[src/rtl/aux_control_pkg.sv]
// Function
// - bit 7 picks the baud-rate set
// - selected set offered to both channels
// - bits 6..4 set timer mode and clock
// - codes 000..011 counter, listed clock sources
// - codes 100..111 timer, listed clock sources
// - timer mode makes a square wave
// - enabled change flag sets status bit 7
// - status bit 7 interrupts only when mask bit 7 is one
// - disabled pin leaves status bit 7 alone
// - flags set on change, cleared by read
// - interrupt low while any status bit and its mask bit are both one
package aux_control_pkg;
    // register offsets
    localparam logic [3:0] aux_control_offset = 4'h4; // write side of the shared address
    localparam logic [3:0] input_change_offset = 4'h4; // read side of the shared address
    localparam logic [3:0] status_offset = 4'h5;
    localparam logic [3:0] mask_offset = 4'h6; // no offset given, taken the next free one
    // field positions
    localparam int baud_set_bit = 7;
    localparam int ct_mode_lsb = 4;
    localparam int ct_timer_bit = 6;
    localparam int input_change_status_bit = 7;
    // reset values
    localparam logic [7:0] aux_control_reset = 8'h00;
    localparam logic [7:0] status_reset = 8'h00;
    localparam logic [7:0] mask_reset = 8'h00;
    // prescaler for the divided clock sources
    localparam logic [3:0] prescale_last = 4'hf;

    // counter/timer source codes
    typedef enum logic [2:0] {
        ct_count_pin2 = 3'h0,
        ct_count_tx_a = 3'h1,
        ct_count_tx_b = 3'h2,
        ct_count_xtal16 = 3'h3,
        ct_timer_pin2 = 3'h4,
        ct_timer_pin2_16 = 3'h5,
        ct_timer_xtal = 3'h6,
        ct_timer_xtal16 = 3'h7
    } ct_code_type;

    // decoded auxiliary control fields
    typedef struct packed {
        logic baud_set;
        ct_code_type ct_code;
        logic [3:0] change_enable;
    } aux_fields_type;
endpackage

[src/rtl/aux_control_register.sv]
// The plain strobed port was chosen for this implementation.
`timescale 1ns/1ps
// auxiliary control register with input-change interrupt and counter/timer source steering
module aux_control_register
    import aux_control_pkg::*;
#(
    parameter int pin_count = 4,
    parameter logic [15:0] ct_preload = 16'h0010 // counter/timer reload value
) (
    // clock and reset
    input wire logic clock_in,
    input wire logic reset_in,
    // register port
    input wire logic [3:0] address_in,
    input wire logic [7:0] write_data_in,
    input wire logic write_strobe_in,
    input wire logic read_strobe_in,
    output logic [7:0] read_data_out,
    // input pins (asynchronous)
    input wire logic [pin_count-1:0] input_pin_in,
    input wire logic chan_a_tx_1x_clock_in,
    input wire logic chan_b_tx_1x_clock_in,
    input wire logic crystal_clock_input_in,
    // other interrupt sources (status bits 6..0, same clock)
    input wire logic [6:0] other_status_set_in,
    // outputs to the rate generator and counter/timer
    output logic baud_rate_set_out,
    output logic ct_timer_mode_out,
    output logic ct_square_wave_out,
    output logic ct_ready_out,
    // interrupt
    output logic interrupt_out_n
);
    // three-stage synchronisers for all asynchronous inputs
    localparam int sync_width = pin_count + 3;
    logic [sync_width-1:0] sync1, sync2, sync3;
    logic [sync_width-1:0] raw_pins;
    logic [sync_width-1:0] stable; // accepted level
    logic [sync_width-1:0] next_stable;
    logic [sync_width-1:0] changed; // accepted change this cycle

    assign raw_pins = {crystal_clock_input_in, chan_b_tx_1x_clock_in, chan_a_tx_1x_clock_in, input_pin_in};

    // a change counts once the second and third stages agree
    always_comb begin
        next_stable = stable;
        for (int i = 0; i < sync_width; i++) begin
            if (sync2[i] == sync3[i]) begin
                next_stable[i] = sync3[i];
            end
        end
        changed = next_stable ^ stable;
    end

    // synchroniser and accepted-level registers
    always_ff @(posedge clock_in) begin
        if (reset_in) begin
            sync1 <= '0;
            sync2 <= '0;
            sync3 <= '0;
            stable <= '0;
        end else begin
            sync1 <= raw_pins;
            sync2 <= sync1;
            sync3 <= sync2;
            stable <= next_stable;
        end
    end

    // register state
    aux_fields_type aux, next_aux; // auxiliary control contents
    logic [pin_count-1:0] change_flag, next_change_flag; // input change flags
    logic [7:0] status, next_status; // interrupt status register
    logic [7:0] mask, next_mask; // interrupt mask register
    logic [7:0] next_read_data;
    logic next_irq_n;
    logic irq_n;
    logic wr_aux, rd_change, wr_status, wr_mask;
    logic ct_tick;
    logic ct_timer;
    logic [15:0] ct_count, next_ct_count;
    logic square, next_square;
    logic ready_evt; // counter reached terminal count

    // single decode used by both strobes
    function automatic logic hit(input logic [3:0] addr, input logic [3:0] offset);
        return addr == offset;
    endfunction

    // register access and interrupt next state
    always_comb begin
        wr_aux = write_strobe_in && hit(address_in, aux_control_offset);
        rd_change = read_strobe_in && hit(address_in, input_change_offset);
        wr_status = write_strobe_in && hit(address_in, status_offset);
        wr_mask = write_strobe_in && hit(address_in, mask_offset);
        next_aux = aux;
        if (wr_aux) begin
            next_aux = aux_fields_type'(write_data_in); // all eight bits at once
        end
        // reading clears the flags, a change in the same cycle still wins
        next_change_flag = rd_change ? '0 : change_flag;
        next_change_flag = next_change_flag | changed[pin_count-1:0];
        next_status = status;
        if (rd_change) begin
            next_status[input_change_status_bit] = 1'b0;
        end
        if (wr_status) begin
            next_status = next_status & ~write_data_in; // write one to clear
        end
        // only enabled pins reach status bit 7
        if (|(changed[pin_count-1:0] & aux.change_enable)) begin
            next_status[input_change_status_bit] = 1'b1;
        end
        next_status[6:0] = next_status[6:0] | other_status_set_in;
        if (ready_evt) begin
            next_status[3] = 1'b1; // counter ready
        end
        next_mask = wr_mask ? write_data_in : mask;
        next_irq_n = !(|(next_status & next_mask));
        // read data; the control register itself is write only
        case (address_in)
            input_change_offset: next_read_data = {change_flag, stable[pin_count-1:0]};
            status_offset: next_read_data = status;
            mask_offset: next_read_data = mask;
            default: next_read_data = 8'h00;
        endcase
        if (!read_strobe_in) begin
            next_read_data = 8'h00;
        end
    end

    // register file flip-flops
    always_ff @(posedge clock_in) begin
        if (reset_in) begin
            aux <= aux_fields_type'(aux_control_reset);
            change_flag <= '0;
            status <= status_reset;
            mask <= mask_reset;
            irq_n <= 1'b1;
            read_data_out <= 8'h00;
        end else begin
            aux <= next_aux;
            change_flag <= next_change_flag;
            status <= next_status;
            mask <= next_mask;
            irq_n <= next_irq_n;
            read_data_out <= next_read_data;
        end
    end

    // counter/timer tick source
    ct_clock_select ct_select (
        .clock_in(clock_in),
        .reset_in(reset_in),
        .code_in(aux.ct_code),
        .pin2_edge_in(changed[2] && next_stable[2]),
        .tx_a_edge_in(changed[pin_count] && next_stable[pin_count]),
        .tx_b_edge_in(changed[pin_count+1] && next_stable[pin_count+1]),
        .xtal_edge_in(changed[pin_count+2] && next_stable[pin_count+2]),
        .tick_out(ct_tick),
        .timer_mode_out(ct_timer)
    );

    // counter counts down once; timer reloads and toggles a square wave
    always_comb begin
        next_ct_count = ct_count;
        next_square = square;
        ready_evt = 1'b0;
        if (ct_tick) begin
            if (ct_count == 16'h0001) begin
                ready_evt = 1'b1;
                if (ct_timer) begin
                    next_ct_count = ct_preload;
                    next_square = !square;
                end else begin
                    next_ct_count = 16'h0000; // one-shot stop
                end
            end else if (ct_count != 16'h0000 || ct_timer) begin
                next_ct_count = ct_count - 16'h0001;
            end
        end
    end

    // counter/timer registers
    always_ff @(posedge clock_in) begin
        if (reset_in) begin
            ct_count <= ct_preload;
            square <= 1'b0;
            ct_ready_out <= 1'b0;
            baud_rate_set_out <= 1'b0;
            ct_timer_mode_out <= 1'b0;
            ct_square_wave_out <= 1'b0;
        end else begin
            ct_count <= next_ct_count;
            square <= next_square;
            ct_ready_out <= ready_evt;
            baud_rate_set_out <= aux.baud_set; // one rate set for both channels
            ct_timer_mode_out <= ct_timer;
            ct_square_wave_out <= next_square && ct_timer;
        end
    end

    assign interrupt_out_n = irq_n;
endmodule // aux_control_register

[src/rtl/ct_clock_select.sv]
`timescale 1ns/1ps
// picks the counter/timer tick from the synchronised sources per mode code
module ct_clock_select
    import aux_control_pkg::*;
(
    // clock and reset
    input wire logic clock_in,
    input wire logic reset_in,
    // mode code and source edges (one-cycle pulses)
    input wire logic [2:0] code_in,
    input wire logic pin2_edge_in,
    input wire logic tx_a_edge_in,
    input wire logic tx_b_edge_in,
    input wire logic xtal_edge_in,
    // selected tick
    output logic tick_out,
    output logic timer_mode_out
);
    logic [3:0] prescale; // shared divide-by-16 counter
    logic [3:0] next_prescale;
    logic raw_edge; // undivided source edge
    logic divide; // code wants divide by 16
    logic next_tick;
    logic tick;

    // source choice and prescaler next state
    always_comb begin
        raw_edge = 1'b0;
        divide = 1'b0;
        case (ct_code_type'(code_in))
            ct_count_pin2: raw_edge = pin2_edge_in;
            ct_count_tx_a: raw_edge = tx_a_edge_in;
            ct_count_tx_b: raw_edge = tx_b_edge_in;
            ct_count_xtal16: begin
                raw_edge = xtal_edge_in;
                divide = 1'b1;
            end
            ct_timer_pin2: raw_edge = pin2_edge_in;
            ct_timer_pin2_16: begin
                raw_edge = pin2_edge_in;
                divide = 1'b1;
            end
            ct_timer_xtal: raw_edge = xtal_edge_in;
            ct_timer_xtal16: begin
                raw_edge = xtal_edge_in;
                divide = 1'b1;
            end
            default: raw_edge = 1'b0;
        endcase
        next_prescale = prescale;
        if (raw_edge) begin
            next_prescale = prescale + 4'h1; // wraps after sixteen edges
        end
        next_tick = raw_edge && (!divide || prescale == prescale_last);
    end

    // registers
    always_ff @(posedge clock_in) begin
        if (reset_in) begin
            prescale <= 4'h0;
            tick <= 1'b0;
        end else begin
            prescale <= next_prescale;
            tick <= next_tick;
        end
    end

    assign tick_out = tick;
    assign timer_mode_out = code_in[2];
endmodule // ct_clock_select

[config.mk]
export PLATFORM = sky130hd
export DESIGN_NAME = aux_control_register
export DESIGN_NICKNAME = d
export VERILOG_FILES = /design/src/rtl/aux_control_pkg.sv /design/src/rtl/aux_control_register.sv /design/src/rtl/ct_clock_select.sv
export SDC_FILE = /design/constraint.sdc
export NUM_CORES = 1
export LEC_CHECK = 0
export BUFFER_PORTS_ARGS = -buffer_cell sky130_fd_sc_hd__buf_2
export CAP_MARGIN = 20
export CORE_MARGIN = 8
export CORE_UTILIZATION = 52
export CTS_CLUSTER_DIAMETER = 30
export DETAILED_ROUTE_END_ITERATION = 16
export MAX_ROUTING_LAYER = met4
export PLACE_DENSITY_LB_ADDON = 0.3
export SYNTH_ARGS = -nofsm -noshare
export SYNTH_HDL_FRONTEND = slang
export SYNTH_HIERARCHICAL = 1
export SYNTH_SLANG_ARGS = --single-unit
[constraint.sdc]
create_clock -name clock_in -period 2.2 [get_ports clock_in]
set_input_delay 0.11 -clock clock_in [delete_from_list [all_inputs] [get_ports clock_in]]
set_output_delay 0.11 -clock clock_in [all_outputs]
set_load 0.1 [all_outputs]
==> metrics, run 1 <==
ys flop type=dfxtp_1; I/O Pins=43; Final min period=approximately 2100 ps; Iteration-0 DRC Markers=101; status=completed; largest net degree at the start of global routing=47; first-pass detailed-route iteration total=4; GPL Wtd Cong=0.8241; VDD IR-drop max=0.4395 mV; DR vias/cell=5.271; Final setup viols=0; synthesized net count=444; type of the worst setup path=register to register; synth unique cells=between 50 and 60; #FFs+latches synth=91; core area=0.007098 sq mm; vias in the first global route=2944; Worst path max stage delay=620 ps; Crit-path slowest cell=or4b_4; Post-CTS Setup Bufs=0; die area=0.01016 sq mm; ANT nets after route=0; via count=~3000; final period utilization=97.22%; cts bufs inserted=9; Post-Synthesis Cells=409; WL final=7977 microns; site row count=31; post-synth top area cell=dfxtp_1; Worst-Skew Late Latency=350 ps; CTS max path bufs=2; clock root cell=clkbuf_8; Leak Pwr=0.001707 uW; max-slew violations=0; total power=3023 uW; number of synthesized flops with an enable pin=0; dpl hpwl=5676 microns; Slew @ Worst Pin=856.2 ps; Synth area leaders=dfxtp_1, a21oi_1, nor2b_1, nor2_1, mux2i_1; CTS Sinks=91; CP Launch Type=register; final worst slack=61.19 ps; Starting Density=52.71%; Clock transition at path regs=90 ps; dpl ws=62.01 ps; Setup Skew=7.655 ps; final-layout fill cell count=slightly above 600; antenna cells=0; cell area after layout=0.004458 sq mm; initial antenna violation count=0; DRC=0; Cell Area, Synth=about 0.0037 sq mm; Post-synth ARST share=0%; CP Capture Type=register; Critical Path, Cell by Cell=or4_4 -> or4b_4 -> o21ai_2 -> o21ai_1 -> a21o_1; register area share after synthesis=slightly below 50%; Final Util=62.81%; CTS tree=built; share of layout cells above drive strength 1=21.17%; Overflow after GRT=0; Min-Delay Path Class=input port to register; crit path DAT=2380 ps; Placed Area=0.004139 sq mm; Fin. Hold Viols=0; Post-Synthesis Mean Instance Area=9.147 sq um; Slew headroom=42.92%; DIE HEIGHT=100.8 microns; Die W=between 100 and 150 microns; critical path data required time=2450 ps; MaxCap Viol Count=0; Layout Area Growth over Synthesis=19.16%; Syn. warnings=6; fmax=467.6 MHz; Layout Nets=approximately 510; H-tree depth=3; GRT Overall Usage=16.89%; setup_tns=0 ps; Wirelength per Cell=13.85 microns; PD cells=between 600 and 700 mW/mm^2; I/O Buffers=42; first-pass GRT wire length=13410 microns; Crit Path Max Fanout=7; Synth top area share=between 40% and 50%; RSZ-0062 raised after global routing=no
[report_power, final]
group | switching [uW] | internal (uW) | total [uW]
Clock | 566 | 532 | 1100
Sequential | 20.1 | 1680 | 1700
Combinational | 126 | 95.8 | 222
Total | 712 | 2310 | 3020
[area by class of cell]
type                            count  area (sq um)  share of cell area [%]
Inverter                            8         30.03                  0.6736
Timing Repair Buffer               73         470.5                   10.55
Tap cell                           99         123.9                   2.779
Clock inverter                      5         62.56                   1.403
Multi-Input combinational cell    289          1817                   40.75
Clock buffer                       11         131.4                   2.947
Sequential cell                    91          1823                   40.89
[synth_stat cells, types with 2 or more instances]
cell / count
dfxtp_1: 91
nor2_1: 48
a21oi_1: 41
nor2b_1: 30
nand2_1: 23
nand3_1: 20
mux2i_1: 16
clkbuf_1: 14
o21ai_0: 10
or4_1: 9
inv_1: 8
nand2b_1: 6
xor2_1: 6
ha_1: 5
o31ai_1: 5
or2_2: 5
or3_1: 5
a31oi_1: 4
and2_1: 4
o21ai_1: 4
o22ai_1: 4
a21oi_2: 3
a21boi_0: 2
buf_1: 2
buf_2: 2
buf_6: 2
mux2_4: 2
nor3_1: 2
nor4_1: 2
o2111ai_1: 2
o211ai_2: 2
o21a_1: 2
o41ai_1: 2
[flip-flops by register name (all words and copies together), names as in the netlist, 7 cells and up]
| name | count |
|---|---|
| aux | 8 |
| status | 8 |
| sync2 | 7 |
| sync3 | 7 |
| ct_count | 16 |
| stable | 7 |
| mask | 8 |
| sync1 | 7 |
| read_data_out | 8 |
[repair_timing]
action                                  in CTS  in global routing
resized for setup                            0                  4
hold endpoints to repair                    11                  0
endpoints found under the setup margin       0                 15
hold buffers                                11                  0
[per-layer routing]
| metal | wire length [microns] | up-vias | global-route usage [%] |
|---|---|---|---|
| met4 | 62 | 0 | 6.163 |
| met3 | 384 | 6 | 3.108 |
| met5 | 0 | - | - |
| li1 | - | 1554 | - |
| met1 | 3745 | 1416 | 20.44 |
| met2 | 3784 | 60 | 27.41 |
[cells in the final DEF, fill, tap and decap left out, drive strengths merged, types with 3 or more instances in the layout]
master / synthesis / final
ha: 5 / 5
or4: 9 / 9
o31ai: 5 / 5
nand3: 20 / 20
xor2: 6 / 6
o22ai: 5 / 5
clkbuf: 14 / 11
o21ai: 15 / 15
nor2b: 30 / 30
buf: 7 / 62
or3: 5 / 5
inv: 8 / 9
mux2i: 16 / 16
dlygate4sd3: 0 / 11
a31oi: 4 / 4
a21oi: 44 / 44
nor2: 48 / 48
nand2b: 6 / 6
dfxtp: 91 / 91
nand2: 23 / 23
and2: 5 / 5
or2: 5 / 5
o211ai: 3 / 3
[stage by stage]
stage	hold slack (ps)	instances
after floorplan	179.5	409
after global placement	319.1	549
after detailed placement	327.4	549
after CTS	0.07305	576
after global routing	0.3766	576
final	7.713	576
[worst paths after layout]
check / start / end / slack [ps] / depth (start not counted)
min: other_status_set_in[3] / status[3] / 8 / 3
min reg2reg: sync1[0] / sync2[0] / 440 / 1
max reg2reg: ct_count[3] / ct_count[4] / 60 / 5
max: ct_count[3] / ct_count[4] / 60 / 5
[logic make-up after synthesis]
group / share of synthesized area (%)
XOR/XNOR: 1.405
AO/OA/AOI/OAI: 15.79
adder cells (fa/ha/maj): 1.940
buffers and inverters: 3.478
flip-flops: 48.70
AND/OR/NAND/NOR: 23.61
multiplexers: 5.084
[worst max-delay path: cells and delay by family (launching register included)]
kind,cells,cell delay (ps)
simple gates,2,1140
compound gates,3,550
flops,1,340
(Power assumes the default switching activity.)
==> inputs of run 2 (changes only) <==
--- a/config.mk
+++ b/config.mk
@@ -8,8 +8,8 @@
 export BUFFER_PORTS_ARGS = -buffer_cell sky130_fd_sc_hd__buf_2
 export CAP_MARGIN = 20
 export CORE_MARGIN = 8
-export CORE_UTILIZATION = 52
-export CTS_CLUSTER_DIAMETER = 30
+export CORE_UTILIZATION = 57
+export CTS_CLUSTER_DIAMETER = 60
 export DETAILED_ROUTE_END_ITERATION = 16
 export MAX_ROUTING_LAYER = met4
 export PLACE_DENSITY_LB_ADDON = 0.3
==> constraint.sdc (replaced) <==
create_clock -name clock_in -period 2.3 [get_ports clock_in]
set_input_delay 0.115 -clock clock_in [delete_from_list [all_inputs] [get_ports clock_in]]
set_output_delay 0.115 -clock clock_in [all_outputs]
set_load 0.1 [all_outputs]
==> metrics, run 2 (same netlist as run 1, synthesis figures left out) <==
Wirelength per Cell=about 14 microns; GPL Wtd Cong=0.8402; commonest non-fill, non-tap cell in the layout=dfxtp_1; site row count=29; Placed Area=just over 0.004 sq mm; WL final=7927 microns; Slew @ Worst Pin=597.3 ps; Slew headroom=60.18%; antenna cells=0; I/O Pins=43; initial antenna violation count=0; Worst-Skew Late Latency=360 ps; Overflow after GRT=0; dpl hpwl=around 5600 microns; Final setup viols=0; Met3 Wirelength=514 microns; first-pass detailed-route iteration total=5; GRT Overall Usage=17.46%; Leak Pwr=0.001697 uW; via count=just over 3000; first-pass GRT wire length=13460 microns; Layout Nets=about 500; core area=0.006350 sq mm; clock root cell=clkbuf_8; status=completed; final worst slack=around 97 ps; Critical Path, Cell by Cell=or4_1 -> or4b_4 -> o211ai_4 -> or3_1 -> a21oi_1; DRC=0; Crit-path slowest cell=or4b_4; Final min period=2203 ps; Starting Density=58.92%; VDD IR-drop max=approximately 0.5 mV; CP Capture Type=register; max FFs per register=16; critical path data required time=2540 ps; most frequent cells in the layout=dfxtp_1, nor2_1, buf_2; Post-CTS Setup Bufs=0; type of the worst setup path=register to register; I/O Buffers=42; MaxCap Viol Count=0; Iteration-0 DRC Markers=162; worst hold slack=42.40 ps; CTS max path bufs=2; crit path DAT=2440 ps; PD cells=between 600 and 700 mW/mm^2; CTS tree=built; Layout Area Growth over Synthesis=18.56%; Crit Path Max Fanout=12; met1 wire length=3625 microns; setup_tns=0 ps; CP Launch Type=register; cts bufs inserted=9; Min-Delay Path Class=input port to register; final period utilization=95.77%; DIE HEIGHT=97.02 microns; Clock transition at path regs=80 ps; Die W=roughly 97 microns; Setup Skew=10.72 ps; Worst path max stage delay=650 ps; DR vias/cell=~5.5; CTS Sinks=91; Top reg by flops=ct_count; cell area after layout=0.004436 sq mm; RSZ-0062 raised after global routing=yes; delay-heaviest family, CP=simple AND/OR/NAND/NOR gates; met2 wire length=3665 microns; Buf/Inv on CP=0; max-slew violations=0; dpl ws=23.81 ps; Final Util=69.85%; ANT nets after route=0; largest net degree at the start of global routing=33; H-tree depth=3; fmax=454.0 MHz; die area=0.009412 sq mm; Fin. Hold Viols=0; vias in the first global route=2940; Highest Signal Layer=met4; share of layout cells above drive strength 1=19.20%
## run 2: cell count changes in the layout (fill, tap and decap cells not counted), moves of 2 or more
cell	previous run	this run
or4_4	2	0
dlygate4sd3_1	11	14
buf_4	20	14
or4_1	7	9
## run 2: area by class of cell
cell class | instances | area (sq um)
flip-flops and latches | 91 | 1822
repair buffers | 70 | 455.4
well taps | 77 | 96.34
clock buffers | 12 | 135.1
fillers | 508 | 1914
clock inverters | 4 | 75.07
multi-input cells | 289 | 1822
inverters | 8 | 30.03
## run 2: path summary, 6_finish.rpt
check | start | end | slack [ps] | cells past startpoint
max | ct_count[6] | ct_count[3] | 100 | 5
min | write_data_in[1] | aux[1] | 40 | 3
max reg2reg | ct_count[6] | ct_count[3] | 100 | 5
min reg2reg | sync1[1] | sync2[1] | 440 | 1
## run 2: per-stage QoR
step | cells | total power, uW
3_5_place_dp | 521 | 1855
2_1_floorplan | 409 | 1787
6_report | 551 | 2981
3_3_place_gp | 521 | 1849
5_1_grt | 551 | 3096
4_1_cts | 551 | 3003
## run 2: tightest hold or removal path, delay by kind of cell
family	cells	cell delay, ps
buffers and inverters	1	120
and+or+nand+nor	1	70
AOI/OAI and AO/OA	1	50
## run 2: per-layer routing
metal / vias to the layer above / track usage, %
met5: - / -
met4: 0 / 7.456
met3: 12 / 5.477
met2: 79 / 26.77
met1: 1400 / 20.64
li1: 1555 / -
## run 2: power breakdown
part / leakage [uW] / internal, uW / switching, uW
registers: 0.000740 / 1610 / 20.7
logic: 0.000861 / 91.2 / 119
clock network: 0.0000968 / 614 / 527
total: 0.00170 / 2310 / 666
## run 2: repair_timing
item | 4_1_cts | 5_1_grt
resized for setup | 0 | 5
endpoints found under the hold margin | 14 | 0
hold buffers | 14 | 0
setup endpoints to repair | 0 | 11
